$ cat src/core/pms_pkg.sv
// Constants and types shared by the program memory selector
package pms_pkg;

  // ----------------------------------------------------------------
  // Timing
  // ----------------------------------------------------------------
  localparam int CLK_HZ        = 50_000_000;
  localparam int CYC_PER_MS    = CLK_HZ / 1000;
  localparam int FADE_TIME_MS  = 8;
  localparam int BEEP_TIME_MS  = 100;
  localparam int POR_UNIT_MS   = 1000;
  localparam int FADE_CYC      = FADE_TIME_MS * CYC_PER_MS;
  localparam int BEEP_CYC      = BEEP_TIME_MS * CYC_PER_MS;
  localparam int POR_UNIT_CYC  = POR_UNIT_MS * CYC_PER_MS;
  localparam logic [3:0] POR_MAX_UNITS = 4'hB;
  localparam int SYNC_W        = 5;

  // ----------------------------------------------------------------
  // Register map (byte addresses)
  // ----------------------------------------------------------------
  localparam logic [3:0] ADDR_CTRL   = 4'h0;
  localparam logic [3:0] ADDR_VALID  = 4'h4;
  localparam logic [3:0] ADDR_STATUS = 4'h8;

  localparam int CTRL_STYLE_BIT  = 0;
  localparam int CTRL_JUMP_BIT   = 1;
  localparam int CTRL_BEEP_BIT   = 2;
  localparam int CTRL_SUPPLY_LSB = 4;
  localparam int CTRL_TONE_BIT   = 6;
  localparam int CTRL_PROG_BIT   = 7;
  localparam int CTRL_POR_LSB    = 8;

  localparam int STAT_MEM_LSB   = 0;
  localparam int STAT_MUTE_BIT  = 4;
  localparam int STAT_POR_BIT   = 5;
  localparam int STAT_FADE_BIT  = 6;
  localparam int STAT_TONE_BIT  = 7;
  localparam int STAT_SW_LSB    = 8;
  localparam int STAT_REINIT_BIT = 10;

  localparam logic [31:0] CTRL_RST  = 32'h0000_0204;
  localparam logic [31:0] VALID_RST = 32'h0000_000F;
  localparam logic [3:0]  POR_RST_UNITS = 4'h2;

  // ----------------------------------------------------------------
  // Encodings
  // ----------------------------------------------------------------
  localparam logic [2:0] MEM_A = 3'h0;
  localparam logic [2:0] MEM_B = 3'h1;
  localparam logic [2:0] MEM_C = 3'h2;
  localparam logic [2:0] MEM_D = 3'h3;

  localparam logic [1:0] SUP_SHALLOW = 2'h0;
  localparam logic [1:0] SUP_DEEP    = 2'h1;
  localparam logic [1:0] SUP_ADV     = 2'h2;

  typedef enum logic [4:0] {
    ST_IDLE     = 5'b00001,
    ST_FADE_OUT = 5'b00010,
    ST_BEEP     = 5'b00100,
    ST_SWITCH   = 5'b01000,
    ST_FADE_IN  = 5'b10000
  } pms_state_t;

endpackage

$ cat src/core/pms_selector.sv
// Program memory selector with fader sequencing and low-supply handling
//
// Local design decisions: the address map and register access over Avalon-MM.
`timescale 1ns/10ps
module pms_selector
  import pms_pkg::*;
#(
  parameter int FADE_CYCLES = FADE_CYC,
  parameter int BEEP_CYCLES = BEEP_CYC,
  parameter int UNIT_CYCLES = POR_UNIT_CYC,
  parameter int NUM_MEM     = 6
) (
  input  wire logic        clk,                     // System clock, 50 MHz
  input  wire logic        rst,                     // Async reset, high
  input  wire logic [3:0]  avs_address,             // Byte address
  input  wire logic        avs_read,                // Read request
  input  wire logic        avs_write,               // Write request
  input  wire logic [31:0] avs_writedata,           // Write data
  input  wire logic [3:0]  avs_byteenable,          // Byte lanes
  output logic      [31:0] avs_readdata,            // Read data
  output logic             avs_waitrequest,         // Stall request
  input  wire logic        primary_select_switch,   // Momentary/static pin
  input  wire logic        secondary_select_switch, // Static pin
  input  wire logic        supply_above_095,        // Supply over 0.95 V
  input  wire logic        supply_above_110,        // Supply over 1.1 V
  input  wire logic        supply_above_060,        // Supply over 0.6 V
  output logic      [2:0]  memory_sel,              // Active memory
  output logic             audio_enable,            // Audio path enabled
  output logic             fader_down,              // Fader commanded down
  output logic             indicator_start,         // Start select beep
  output logic             tone_enable              // Tone generator on
);

  // ----------------------------------------------------------------
  // Input synchronisers
  // ----------------------------------------------------------------
  logic [SYNC_W-1:0] sync1_r;
  logic [SYNC_W-1:0] sync2_r;
  logic [SYNC_W-1:0] pins_w;

  assign pins_w = {supply_above_060, supply_above_110, supply_above_095,
                   secondary_select_switch, primary_select_switch};

  always_ff @(posedge clk or posedge rst) begin
    if (rst) begin
      sync1_r <= '0;
      sync2_r <= '0;
    end else begin
      sync1_r <= pins_w;
      sync2_r <= sync1_r;
    end
  end

  wire sw_p = sync2_r[0];
  wire sw_s = sync2_r[1];
  wire a095 = sync2_r[2];
  wire a110 = sync2_r[3];
  wire a060 = sync2_r[4];

  // ----------------------------------------------------------------
  // Register bus
  // ----------------------------------------------------------------
  function automatic logic [31:0] pms_merge(input logic [31:0] old,
                                            input logic [31:0] wd,
                                            input logic [3:0]  be);
    logic [31:0] res;
    res = old;
    for (int b = 0; b < 4; b++) begin
      if (be[b]) begin
        res[b*8 +: 8] = wd[b*8 +: 8];
      end
    end
    return res;
  endfunction

  logic [31:0] ctrl_r;
  logic [31:0] valid_r;
  logic [31:0] rdata_r;
  logic        ack_r;
  logic [31:0] status_w;
  logic [31:0] rmux_w;

  wire req_w    = avs_read | avs_write;
  wire wr_go    = avs_write & ack_r;
  wire sel_ctrl = avs_address == ADDR_CTRL;
  wire sel_vld  = avs_address == ADDR_VALID;
  wire sel_stat = avs_address == ADDR_STATUS;

  assign avs_waitrequest = req_w & ~ack_r;
  assign avs_readdata    = rdata_r;

  // Unmapped addresses read zero; writes to them are dropped
  assign rmux_w = sel_ctrl ? ctrl_r :
                  sel_vld  ? valid_r :
                  sel_stat ? status_w : 32'h0000_0000;

  always_ff @(posedge clk or posedge rst) begin
    if (rst) begin
      ack_r   <= 1'b0;
      rdata_r <= 32'h0000_0000;
      ctrl_r  <= CTRL_RST;
      valid_r <= VALID_RST;
    end else begin
      ack_r <= req_w & ~ack_r;
      if (avs_read & ~ack_r) begin
        rdata_r <= rmux_w;
      end
      if (wr_go & sel_ctrl) begin
        ctrl_r <= pms_merge(ctrl_r, avs_writedata, avs_byteenable) &
                  32'h0000_0FF7;
      end
      if (wr_go & sel_vld) begin
        valid_r <= pms_merge(valid_r, avs_writedata, avs_byteenable) &
                   32'h0000_003F;
      end
    end
  end

  // ----------------------------------------------------------------
  // Mode decode
  // ----------------------------------------------------------------
  logic [NUM_MEM-1:0] valid_w;
  assign valid_w = valid_r[NUM_MEM-1:0] | {{(NUM_MEM-1){1'b0}}, 1'b1};

  wire style_static   = ctrl_r[CTRL_STYLE_BIT];
  wire jump_en        = ctrl_r[CTRL_JUMP_BIT];
  wire beep_en        = ctrl_r[CTRL_BEEP_BIT];
  wire tone_cfg       = ctrl_r[CTRL_TONE_BIT];
  wire prog_busy      = ctrl_r[CTRL_PROG_BIT];
  wire [1:0] sup_mode = ctrl_r[CTRL_SUPPLY_LSB +: 2];
  wire [3:0] por_cfg  = ctrl_r[CTRL_POR_LSB +: 4];

  wire mode_mom_jump    = ~style_static & jump_en;
  wire mode_static_dual = style_static & ~jump_en;
  wire mode_static_jump = style_static & jump_en;
  // Advanced mode is not built here; it behaves as shallow
  wire sup_deep = sup_mode == SUP_DEEP;

  // ----------------------------------------------------------------
  // Memory selection
  // ----------------------------------------------------------------
  function automatic logic [2:0] pms_next(input logic [2:0]         cur,
                                          input logic [NUM_MEM-1:0] mask,
                                          input logic               skip_d);
    logic [2:0] res;
    logic       found;
    int         idx;
    res   = MEM_A;
    found = 1'b0;
    for (int k = 1; k <= NUM_MEM; k++) begin
      idx = (int'(cur) + k) % NUM_MEM;
      if (!found && mask[idx] && !(skip_d && idx == int'(MEM_D))) begin
        found = 1'b1;
        res   = 3'(idx);
      end
    end
    return res;
  endfunction

  logic [2:0] base_r;
  logic       prim_d_r;
  logic       por_run;
  logic       reinit_go;
  logic [2:0] dual_idx;
  logic [2:0] dual_w;
  logic [2:0] sjump_w;
  logic [2:0] req_mem;
  logic [2:0] base_nxt;

  wire press_w  = sw_p & ~prim_d_r;
  // Presses are only meaningful for the momentary styles
  wire press_ok = press_w & ~style_static & ~por_run
                  & ~(mode_mom_jump & sw_s);

  assign base_nxt = pms_next(base_r, valid_w, mode_mom_jump);
  assign dual_idx = {1'b0, sw_s, sw_p};
  assign dual_w   = valid_w[dual_idx] ? dual_idx : MEM_A;
  // Primary is a don't-care whenever secondary is high
  assign sjump_w  = sw_s ? MEM_D :
                    (sw_p && valid_w[MEM_B]) ? MEM_B : MEM_A;
  assign req_mem  = mode_static_jump ? sjump_w :
                    mode_static_dual ? dual_w :
                    (mode_mom_jump & sw_s) ? MEM_D :
                    base_r;

  always_ff @(posedge clk or posedge rst) begin
    if (rst) begin
      base_r   <= MEM_A;
      prim_d_r <= 1'b0;
    end else begin
      prim_d_r <= sw_p;
      // Momentary styles start over from A each time they are entered from a static style
      if (reinit_go || style_static) begin
        base_r <= MEM_A;
      end else if (press_ok) begin
        base_r <= base_nxt;
      end
    end
  end

  // ----------------------------------------------------------------
  // Low-supply handling
  // ----------------------------------------------------------------
  logic low_mute_r;
  logic reinit_r;

  // Deep mode only lets go after the supply has crossed 0.6 V
  wire release_w = low_mute_r & a110 & (~sup_deep | reinit_r);
  assign reinit_go = release_w & (reinit_r | ~a060);

  always_ff @(posedge clk or posedge rst) begin
    if (rst) begin
      low_mute_r <= 1'b0;
      reinit_r   <= 1'b0;
    end else begin
      low_mute_r <= ~a095 | (low_mute_r & ~release_w);
      reinit_r   <= (reinit_r | (low_mute_r & ~a060)) & ~release_w;
    end
  end

  // ----------------------------------------------------------------
  // Power-on audio delay
  // ----------------------------------------------------------------
  logic [3:0]  por_left_r;
  logic [31:0] unit_cnt_r;
  logic [3:0]  por_load;

  assign por_run  = por_left_r != 4'h0;
  assign por_load = (por_cfg > POR_MAX_UNITS) ? POR_MAX_UNITS : por_cfg;
  wire unit_tick  = unit_cnt_r == 32'(UNIT_CYCLES - 1);

  always_ff @(posedge clk or posedge rst) begin
    if (rst) begin
      por_left_r <= POR_RST_UNITS;
      unit_cnt_r <= '0;
    end else if (reinit_go) begin
      por_left_r <= por_load;
      unit_cnt_r <= '0;
    end else if (por_run) begin
      unit_cnt_r <= unit_tick ? 32'h0000_0000 : unit_cnt_r + 32'h1;
      if (unit_tick) begin
        por_left_r <= por_left_r - 4'h1;
      end
    end
  end

  // ----------------------------------------------------------------
  // Memory switch fader
  // ----------------------------------------------------------------
  pms_state_t  state_r;
  pms_state_t  state_nxt;
  logic [31:0] cnt_r;
  logic [31:0] cnt_nxt;
  logic [2:0]  mem_r;
  logic [2:0]  tgt_r;
  logic        beep_r;
  logic        tone_r;
  logic        ind_r;
  logic        fdown_r;
  logic        aen_r;

  // While audio is off the memory follows silently, no fade needed
  wire audio_off = por_run | low_mute_r;
  wire mem_chg   = mem_r != req_mem;
  wire cnt_done  = cnt_r == 32'h0000_0000;
  wire start_w   = (state_r == ST_IDLE) & ~audio_off &
                   (mem_chg | (tone_r != tone_cfg) | prog_busy);

  always_comb begin
    state_nxt = state_r;
    cnt_nxt   = cnt_done ? cnt_r : cnt_r - 32'h1;
    case (state_r)
      ST_IDLE: begin
        if (start_w) begin
          state_nxt = ST_FADE_OUT;
          cnt_nxt   = 32'(FADE_CYCLES - 1);
        end
      end
      ST_FADE_OUT: begin
        if (cnt_done) begin
          state_nxt = beep_r ? ST_BEEP : ST_SWITCH;
          cnt_nxt   = 32'(BEEP_CYCLES - 1);
        end
      end
      ST_BEEP: begin
        if (cnt_done) begin
          state_nxt = ST_SWITCH;
        end
      end
      ST_SWITCH: begin
        // Programming keeps the fader down until it completes
        if (!prog_busy) begin
          state_nxt = ST_FADE_IN;
          cnt_nxt   = 32'(FADE_CYCLES - 1);
        end
      end
      ST_FADE_IN: begin
        if (cnt_done) begin
          state_nxt = ST_IDLE;
        end
      end
      default: begin
        state_nxt = ST_IDLE;
      end
    endcase
    if (reinit_go) begin
      state_nxt = ST_IDLE;
    end
  end

  always_ff @(posedge clk or posedge rst) begin
    if (rst) begin
      state_r <= ST_IDLE;
      cnt_r   <= '0;
      tgt_r   <= MEM_A;
      beep_r  <= 1'b0;
    end else begin
      state_r <= state_nxt;
      cnt_r   <= cnt_nxt;
      if (start_w) begin
        tgt_r  <= req_mem;
        beep_r <= mem_chg & beep_en;
      end
    end
  end

  always_ff @(posedge clk or posedge rst) begin
    if (rst) begin
      mem_r  <= MEM_A;
      tone_r <= 1'b0;
    end else if (reinit_go) begin
      mem_r <= MEM_A;
    end else if (audio_off && state_r == ST_IDLE) begin
      mem_r  <= req_mem;
      tone_r <= tone_cfg;
    end else if (state_r == ST_SWITCH) begin
      mem_r  <= tgt_r;
      tone_r <= tone_cfg;
    end
  end

  always_ff @(posedge clk or posedge rst) begin
    if (rst) begin
      ind_r   <= 1'b0;
      fdown_r <= 1'b0;
      aen_r   <= 1'b0;
    end else begin
      ind_r   <= state_r == ST_FADE_OUT && state_nxt == ST_BEEP;
      fdown_r <= state_nxt == ST_FADE_OUT || state_nxt == ST_BEEP ||
                 state_nxt == ST_SWITCH;
      aen_r   <= ~audio_off;
    end
  end

  assign memory_sel      = mem_r;
  assign tone_enable     = tone_r;
  assign indicator_start = ind_r;
  assign fader_down      = fdown_r;
  assign audio_enable    = aen_r;

  assign status_w = {21'h0, reinit_r, sw_s, sw_p, tone_r,
                     state_r != ST_IDLE, por_run, low_mute_r, 1'b0, mem_r};

  // ----------------------------------------------------------------
  // Assertions
  // ----------------------------------------------------------------
  skip_mem_d_a: assert property (
    @(posedge clk) disable iff (rst)
    press_ok && mode_mom_jump |=> base_r != MEM_D)
    else $error("momentary-jump step landed on memory D");

  jump_to_d_a: assert property (
    @(posedge clk) disable iff (rst)
    mode_mom_jump && sw_s && audio_off && state_r == ST_IDLE && !reinit_go
    |=> memory_sel == MEM_D)
    else $error("secondary high did not select memory D");

  press_ignored_a: assert property (
    @(posedge clk) disable iff (rst)
    mode_mom_jump && sw_s && press_w && !reinit_go |=> $stable(base_r))
    else $error("press acted while secondary switch high");

  restore_mem_a: assert property (
    @(posedge clk) disable iff (rst)
    mode_mom_jump && $fell(sw_s) && audio_off && state_r == ST_IDLE
    && !reinit_go |=> memory_sel == $past(base_r))
    else $error("memory not restored after secondary opened");

  dual_decode_a: assert property (
    @(posedge clk) disable iff (rst)
    mode_static_dual && sw_s && !sw_p && audio_off && state_r == ST_IDLE
    && !reinit_go |=> memory_sel == (valid_w[MEM_C] ? MEM_C : MEM_A))
    else $error("dual static decode gave wrong memory");

  static_jump_a: assert property (
    @(posedge clk) disable iff (rst)
    mode_static_jump && sw_s && audio_off && state_r == ST_IDLE
    && !reinit_go |=> memory_sel == MEM_D)
    else $error("static jump did not hold memory D");

  switch_faded_a: assert property (
    @(posedge clk) disable iff (rst)
    $changed(memory_sel) && !$past(audio_off) && !$past(reinit_go)
    |-> $past(fader_down))
    else $error("memory changed with fader up");

  beep_order_a: assert property (
    @(posedge clk) disable iff (rst)
    indicator_start |-> fader_down ##1 state_r == ST_BEEP)
    else $error("indicator not inside faded interval");

  por_quiet_a: assert property (
    @(posedge clk) disable iff (rst)
    por_run && $past(por_run) |-> !audio_enable)
    else $error("audio enabled during power-on delay");

  por_press_a: assert property (
    @(posedge clk) disable iff (rst)
    press_w && por_run && !reinit_go |=> $stable(base_r))
    else $error("press accepted during power-on delay");

  low_mute_a: assert property (
    @(posedge clk) disable iff (rst)
    !a095 |=> low_mute_r ##1 !audio_enable)
    else $error("audio not muted below 0.95 V");

  deep_hold_a: assert property (
    @(posedge clk) disable iff (rst)
    sup_deep && low_mute_r && !reinit_r && a060 |=> low_mute_r)
    else $error("deep mode released before 0.6 V reset");

endmodule

$ cat config.mk
export PLATFORM = sky130hd
export DESIGN_NAME = pms_selector
export DESIGN_NICKNAME = d
export VERILOG_FILES = /design/src/core/pms_pkg.sv /design/src/core/pms_selector.sv
export SDC_FILE = /design/constraint.sdc
export NUM_CORES = 1
export LEC_CHECK = 0
export BUFFER_PORTS_ARGS = -buffer_cell sky130_fd_sc_hd__buf_2
export CELL_PAD_IN_SITES_DETAIL_PLACEMENT = 1
export CELL_PAD_IN_SITES_GLOBAL_PLACEMENT = 1
export CORE_MARGIN = 5
export CORE_UTILIZATION = 25
export CTS_CLUSTER_SIZE = 20
export DETAILED_ROUTE_END_ITERATION = 12
export PLACE_DENSITY = 0.61
export SLEW_MARGIN = 20
export SYNTH_ARGS = -nofsm -noshare
export SYNTH_HDL_FRONTEND = slang
export SYNTH_SLANG_ARGS = --single-unit
$ cat constraint.sdc
create_clock -name clk -period 12 [get_ports clk]
set_clock_uncertainty 0.1 [all_clocks]
set_input_delay 2.4 -clock clk [delete_from_list [all_inputs] [get_ports clk]]
set_output_delay 2.4 -clock clk [all_outputs]
set_load 0.05 [all_outputs]
* Word-level counts from Yosys, hierarchy flattened
Cells that the tools add are included.
** Word-level totals
- Register bits :: 150
- Output and inout port bits :: 40
- Input port bits :: 49
** Cells by class
- Reductions and logical operators :: 47
- Add/sub/neg operators :: 9
- Bitwise logic cells :: 42
- Magnitude comparators :: 8
- Mux-type cells :: 67
- Equal/unequal tests :: 21
- Div/mod/pow operators :: 6
** Operator list (number)
- 32-bit two-way mux :: 7
- 32-bit by 3-bit == test with 1-bit output, second input constant :: 6
- 32-bit by 5-bit less-than comparator with 1-bit output, second input constant :: 6
- 32-bit by 4-bit remainder unit with 32-bit output, second input constant :: 6
- 32-bit one-hot mux with 3 select lines :: 1
- 3-bit two-way mux :: 14
- 32-bit by 1-bit adder with 32-bit output, second input constant :: 1
- 32-bit by 26-bit == test with 1-bit output, second input constant :: 1
- 32-bit zero test :: 1
- 32-bit by 1-bit subtractor with 32-bit output, second input constant :: 1
- 5-bit two-way mux :: 6
- 5-bit one-hot mux with 5 select lines :: 1
- 1-bit AND :: 22
- 11-bit two-way mux :: 2
- 1-bit two-way mux :: 21
- 1-bit logical AND :: 20
- 4-bit two-way mux :: 5
- 1-bit binary-select mux with 3-bit select :: 6
- 3-bit by 3-bit adder with 4-bit output, second input constant :: 3
- 12-bit two-way mux :: 1
- 1-bit inverter :: 12
- 1-bit zero test :: 11
- 5-bit by 2-bit == test with 1-bit output, second input constant :: 2
- 5-bit by 3-bit == test with 1-bit output, second input constant :: 2
- 23 further kinds :: 42

* Longest topological paths before layout
Gate-level depths: netlist (run 1).
- Word-level depth :: 29
- Mapped depth :: 15
- Gate-level depth less buffers :: 13

* Least setup slack after synthesis (run 1)
OpenSTA, ideal clock, no wires.
- Kind :: input port to output port
- Start point :: input avs_read
- End point :: output avs_waitrequest
- Path slack :: 6403 ps
- Data required time :: 9500 ps
- Data arrival time :: 3097 ps
- Path buffers :: 0
- Stages :: 2
- Path through :: nor2_1 > nor2_1
** Between the ends
- Longest elaborated chain between the ends :: 2
** RTL lines
- start: declaration :: line pms_selector.sv:16 : input wire logic avs_read,
- 1-bit bitwise OR :: line pms_selector.sv:83 : wire req_w = avs_read | avs_write;
- 1-bit AND :: line pms_selector.sv:89 : assign avs_waitrequest = req_w & ~ack_r;
- end: declaration :: line pms_selector.sv:21 : output logic avs_waitrequest,
Every way passes these cells.

* Worst setup path in the final report (run 1)
- Start point :: input avs_write
- End point :: output avs_waitrequest
** Between the ends
- Longest elaborated chain between the ends :: 2
** RTL lines
- start: declaration :: line pms_selector.sv:17 : input wire logic avs_write,
- 1-bit bitwise OR :: line pms_selector.sv:83
- 1-bit AND :: line pms_selector.sv:89
Every way passes these cells.

==> results of run 1 <==
per-stage QoR:
| step | hold slack (ps) | setup slack, ps |
|---|---|---|
| 2_1_floorplan | 231 | 6040 |
| 3_3_place_gp | 235 | 6560 |
| 3_5_place_dp | 236 | 6590 |
| 4_1_cts | 250 | 6570 |
| 5_1_grt | 254 | 6500 |
| 6_report | 248 | 6570 |
worst max-delay path, stage by stage:
cell and delay, ps:
buf_2 100, nor2_1 40, nor2_1 110, buf_2 280
cell families (layout without fill, tap and decap cells):
family	Yosys count	in the layout	synth area share [%]
multiplexers	33	33	4.85
flip-flops	130	130	43.3
XOR/XNOR	57	57	6.83
adder cells (fa/ha/maj)	23	23	3.82
other	1	21	0.0498
AO/OA/AOI/OAI	150	150	13.3
buffers and inverters	79	112	5.20
AND/OR/NAND/NOR	342	342	22.6
state kept, by name, indices dropped and copies added, names as in the netlist:
register         flops
low_mute_r           1
unit_cnt_r          32
reinit_r             1
valid_r              6
audio_enable         1
por_left_r           4
cnt_r               32
prim_d_r             1
indicator_start      1
sync1_r              5
ack_r                1
memory_sel           3
ctrl_r              11
state_r              5
tone_enable          1
beep_r               1
sync2_r              5
tgt_r                3
fader_down           1
avs_readdata        12
base_r               3
cell type report:
cell class	instances	area, sq um	share of cell area [%]
timing repair buffer	51	268	3.08
tap	390	488	5.62
clock inverter	14	151	1.74
inverter	29	114	1.31
antenna	1	2.50	0.0288
multi-input combinational	625	3960	45.6
sequential	130	3260	37.6
clock buffer	18	439	5.06
report_power, final:
part / internal, W / switching [W] / total, W
Combinational: 0.000100 / 0.000201 / 0.000301
Clock: 0.000314 / 0.000209 / 0.000522
Sequential: 0.000489 / 0.0000510 / 0.000540
Total: 0.000903 / 0.000460 / 0.00136
synthesized netlist by cell type, types with 4 or more instances:
master and number:
buf_2 7, dfstp_2 8, xnor2_1 35, nand4_1 7, nand3b_1 5, a311oi_1 5, nand2_1 83, mux2i_1 8
a211oi_1 6, o31ai_1 5, and3_1 12, o211ai_1 7, xor2_1 20, or3_1 11, a22o_1 7, nor3_1 27
nor4b_1 4, dfrtp_1 122, a31oi_1 5, nor4_1 12, o21ai_1 6, clkbuf_1 19, a22oi_1 5, nor2b_1 4
buf_4 23, and2_1 7, inv_1 24, ha_1 23, nand2b_1 15, nor3b_1 5, inv_2 5, o21ai_0 44
mux2_2 21, a21oi_1 28, or4_1 4, nand3_1 30, nor2_1 98
cells in the final DEF (no fill, tap or decap), types with 7 or more instances in the layout:
| cell type | netlist | final |
|---|---|---|
| and3_1 | 12 | 12 |
| dfstp_2 | 8 | 8 |
| xnor2_1 | 35 | 35 |
| mux2i_1 | 8 | 8 |
| dfrtp_1 | 122 | 122 |
| o211ai_1 | 7 | 7 |
| buf_2 | 7 | 46 |
| conb_1 | 1 | 20 |
| or3_1 | 11 | 11 |
| a22o_1 | 7 | 7 |
| ha_1 | 23 | 23 |
| nor3_1 | 27 | 27 |
| and2_1 | 7 | 7 |
| mux2_2 | 21 | 21 |
| inv_1 | 24 | 23 |
| nor2_1 | 98 | 98 |
| o21ai_0 | 44 | 44 |
| nand3_1 | 30 | 30 |
| a21oi_1 | 28 | 27 |
| nand2_1 | 83 | 83 |
| nand2b_1 | 15 | 15 |
| xor2_1 | 20 | 20 |
| clkbuf_16 | 0 | 17 |
| nand4_1 | 7 | 7 |
| nor4_1 | 12 | 12 |
worst paths after layout:
kind | startpoint | end | slack [ps]
hold reg to reg | sync1_r[1] | sync2_r[1] | 250
hold / removal | sync1_r[1] | sync2_r[1] | 250
max in group asynchronous | rst | avs_readdata[8] | 8500
setup / recovery | avs_write | avs_waitrequest | 6570
min in group asynchronous | rst | sync1_r[4] | 1970
setup reg to reg | base_r[0] | base_r[0] | 7580
per-layer routing:
layer / GRT usage [%] / vias to the layer above / share of wire [%]
met5: 0 / - / 0.15
met4: 3.37 / 4 / 1.3
met2: 19.0 / 94 / 45
met1: 16.9 / 2987 / 49
li1: - / 2913 / -
met3: 2.12 / 24 / 3.9
==> flow_metrics.tcl, run 1 <==
set metrics [dict create \
    status "finished clean" \
    row_count 63 \
    post_cts_resized 0 \
    synth.distinct_cells 74 \
    chipHeight_um 184 \
    max-clock-path-buffers 2 \
    numCtsBuffers 17 \
    yosys.area.top_type "dfrtp_1" \
    port-buffer-count 46 \
    vias 6022 \
    grt_max_degree 70 \
    startpoint_type "input pin" \
    vias_per_cell 4.79 \
    fin_area_sq_um 8690 \
    clkSlewWorstSetupHoldPaths_ps 60 \
    cts.sinks 130 \
    routed_wirelength_um 19800 \
    synth.top_cell.area_share_pct 40.6 \
    die-area_sq_um 33700 \
    max_slew.worst_pin.slew_ps 1040 \
    cts_root_buffer "clkbuf_16" \
    chipWidth_um 184 \
    postSynthAreaPerCell_sq_um 9.24 \
    clk_latency_ps 420 \
    yosys_most_used_dff "dfrtp_1" \
    period_needed_ps 5430 \
    async_flop_share_pct 100 \
    powerDensity_nw_per_um2 157 \
    yosysSeqAreaShare_pct 43.3 \
    period_share_pct 45.3 \
    worstRegToRegCells 12 \
    worst-setup-path-type "in2out" \
    syn-instance-count 815 \
    required_ps 9500 \
    grt_first_pass_wirelength_um 33300 \
    synthesis.area_sq_um 7530 \
    layout-drive-gt1-share_pct 15.8 \
    finalHoldViolations 0 \
    grt_pass1_vias 6239 \
    drtPass1Iterations 4 \
    hpwl_um 14100 \
    wl_per_cell_um 15.8 \
    synth-seq-cells 130 \
    gp_congestion 0.773 \
    crit_path_max_fanout 3 \
    setup_tns_ps 0 \
    total_power_w 0.00136 \
    start_util_pct 25.3 \
    placed_cells 1225 \
    min_path_type "reg2reg" \
    final_core_util_pct 29.2 \
    final_cells 1258 \
    slew_viol_final 0 \
    hold_depth 0 \
    syn_to_final_growth_pct 15.4 \
    synth-edff-count 0 \
    fillers 3443 \
    drc 0 \
    antenna_found_initial 2 \
    cts_tree "done" \
    setup_viol 0 \
    relSlewSlack_pct 30.6 \
    vdd_ir_drop_max_mv 0.0793 \
    overflow 0 \
    cp.arrival_ps 2930 \
    max_freq_mhz 184 \
    synth_area_leaders "dfrtp_1 41%, nor2_1 4.9%, nand2_1 4.1%" \
    critPathCaptureType "output pin" \
    grt_setup_unrepaired "no" \
    drtAntennaViolNets 0 \
    io_pins 89 \
    hold_buffers 0 \
    cap_violations 0 \
    drtIter0Drc 294 \
    nNetsFinal 926 \
    postCtsSetupRepairBufs 0 \
    power.leakage_nw 3.71 \
    dpl_cell_area_sq_um 8090 \
    synth_warnings 0 \
    htree_levels 4 \
    fp.coreArea_sq_um 29700 \
    track_usage_pct 12.0 \
]
(Power assumes the default switching activity.)
==> run 2: changes to the inputs <==
--- a/config.mk
+++ b/config.mk
@@ -12,7 +12,7 @@
 export CORE_UTILIZATION = 25
 export CTS_CLUSTER_SIZE = 20
 export DETAILED_ROUTE_END_ITERATION = 12
-export PLACE_DENSITY = 0.61
+export PLACE_DENSITY = 0.62
 export SLEW_MARGIN = 20
 export SYNTH_ARGS = -nofsm -noshare
 export SYNTH_HDL_FRONTEND = slang
==> constraint.sdc (replaced) <==
create_clock -name clk -period 4.7 [get_ports clk]
set_clock_uncertainty 0.1 [all_clocks]
set_input_delay 0.94 -clock clk [delete_from_list [all_inputs] [get_ports clk]]
set_output_delay 0.94 -clock clk [all_outputs]
set_load 0.05 [all_outputs]
==> run 2 against run 1 <==
  * Sequential share of layout area down 0.40 points
  * Core utilization up 0.31 points
  * Total power rose to 2.6 times the previous value
  * Critical path depth up 9
  * Die area unchanged
  * Setup slack worse by 6000 ps
  * Flip-flop and latch count unchanged
  * Register-to-register slack worse by 7000 ps
  * Wire length up 0.33%
  * Combinational power rose to 2.6 times the previous value
  * Count of clock-buffer cells in the layout down 1
  * Worst hold slack about the same
  * Critical endpoint is now base_r[2]
==> flow_metrics.tcl, run 2 (synthesis results as in run 1) <==
set metrics [dict create \
    nNetsFinal 932 \
    setup_viol 0 \
    start_util_pct 25.3 \
    wl_per_cell_um 15.7 \
    grt_setup_unrepaired "no" \
    grt_max_degree 77 \
    drtAntennaViolNets 0 \
    multi_input_area_sq_um 3960 \
    min_path_type "reg2reg" \
    regArea_sq_um 3260 \
    chipHeight_um 184 \
    grt_pass1_vias 6182 \
    drtPass1Iterations 4 \
    row_count 63 \
    diodes 0 \
    slew_viol_final 0 \
    setup_tns_ps 0 \
    status "finished clean" \
    io_pins 89 \
    startpoint_type "flip-flop" \
    hold_buffers 0 \
    vias_per_cell 4.74 \
    clk_latency_ps 420 \
    postCtsSetupRepairBufs 0 \
    cts.sinks 130 \
    track_usage_pct 11.9 \
    die-area_sq_um 33700 \
    final_core_util_pct 29.5 \
    layout_common_cells "122 x dfrtp_1, 98 x nor2_1, 83 x nand2_1" \
    port-buffer-count 46 \
    final_common_cell "dfrtp_1" \
    chipWidth_um 184 \
    critPathSlowestCell "dfrtp_1" \
    htree_levels 4 \
    syn_to_final_growth_pct 16.6 \
    worstPathCellList "inv_1, ha_1, a21oi_1, inv_1, ha_1, nand2b_1, nor3_1, a211o_1, mux2_4, a211oi_4, nor4b_4, nor4_1, a311oi_1" \
    fillers 3435 \
    numCtsBuffers 17 \
    period_share_pct 87.2 \
    gp_congestion 0.785 \
    max_freq_mhz 244 \
    vias 5990 \
    powerDensity_nw_per_um2 410 \
    hpwl_um 14400 \
    drtIter0Drc 360 \
    finalHoldViolations 0 \
    critPathCaptureType "flip-flop" \
    worst-setup-path-type "reg2reg" \
    drc 0 \
    max_slew.worst_pin.slew_ps 967 \
    required_ps 4920 \
    antenna_found_initial 1 \
    relSlewSlack_pct 35.4 \
    cp.arrival_ps 4320 \
    layout-drive-gt1-share_pct 16.4 \
    cts_root_buffer "clkbuf_16" \
    period_needed_ps 4100 \
    clkSlewWorstSetupHoldPaths_ps 60 \
    power.leakage_nw 3.76 \
    max-clock-path-buffers 2 \
    crit_path_max_fanout 10 \
    cap_violations 0 \
    vdd_ir_drop_max_mv 0.151 \
    routed_wirelength_um 19900 \
    max_stage_delay_ps 500 \
    overflow 0 \
    grt_first_pass_wirelength_um 32900 \
    fp.coreArea_sq_um 29700 \
    post_cts_resized 0 \
    cts_tree "done" \
]
run 2: cell types whose count changed in the layout (fill, tap and decap cells not counted):
cell,change
diode_2,-1
buf_4,+6
clkinv_4,-1
bufinv_16,+3
clkinv_2,+2
clkbuf_8,-1
clkinvlp_4,+1
inv_6,-4
run 2: path summary, 6_finish.rpt:
path	start	cells past startpoint	slack [ps]	end
worst max-delay path	base_r[1]	13	600	base_r[2]
worst min-delay path	sync1_r[0]	0	250	sync2_r[0]
worst max register to register	base_r[1]	13	600	base_r[2]
worst min register to register	sync1_r[0]	0	250	sync2_r[0]
max in group asynchronous	rst	3	3030	valid_r[1]
min in group asynchronous	rst	2	550	sync1_r[3]
run 2: per-layer routing:
metal	GRT usage (%)	vias to the layer above	part of all wire [%]
met5	0	-	0.065
met4	3.49	2	1.5
met3	2.24	21	3.9
met2	19.1	86	46
met1	16.4	2955	49
li1	-	2926	-
run 2: worst max-delay path: cells and delay by family, from the launching register on:
family                     cells  cell delay [ps]
buffers and inverters          2              290
AOI/OAI and AO/OA              4             1290
adders and majority gates      2              690
muxes                          1              330
and+or+nand+nor                4              820
DFF                            1              500
run 2: report_power, final:
group	total, W	switching (W)	internal [W]
logic	0.000775	0.000516	0.000260
clock network	0.00145	0.000513	0.000936
registers	0.00138	0.000130	0.00125
total	0.00360	0.00116	0.00244
run 2: metrics by stage:
step | hold slack [ps] | area (sq um) | setup slack [ps] | power (W) | instances
finish | 248 | 8780 | 601 | 0.00360 | 1263
global route | 259 | 8780 | 236 | 0.00380 | 1263
CTS | 250 | 8780 | 664 | 0.00365 | 1263
detailed placement | 236 | 8140 | 674 | 0.00218 | 1231
global placement | 234 | 8140 | 741 | 0.00216 | 1231
floorplan | 231 | 7600 | 204 | 0.00196 | 834
run 2: cell type report:
class	count	area share (%)
repair buffers	57	3.56
multi-input cells	625	45.1
inverters	29	1.30
clock inverters	15	2.45
clock buffers	17	4.85
well taps	390	5.56
flip-flops and latches	130	37.2
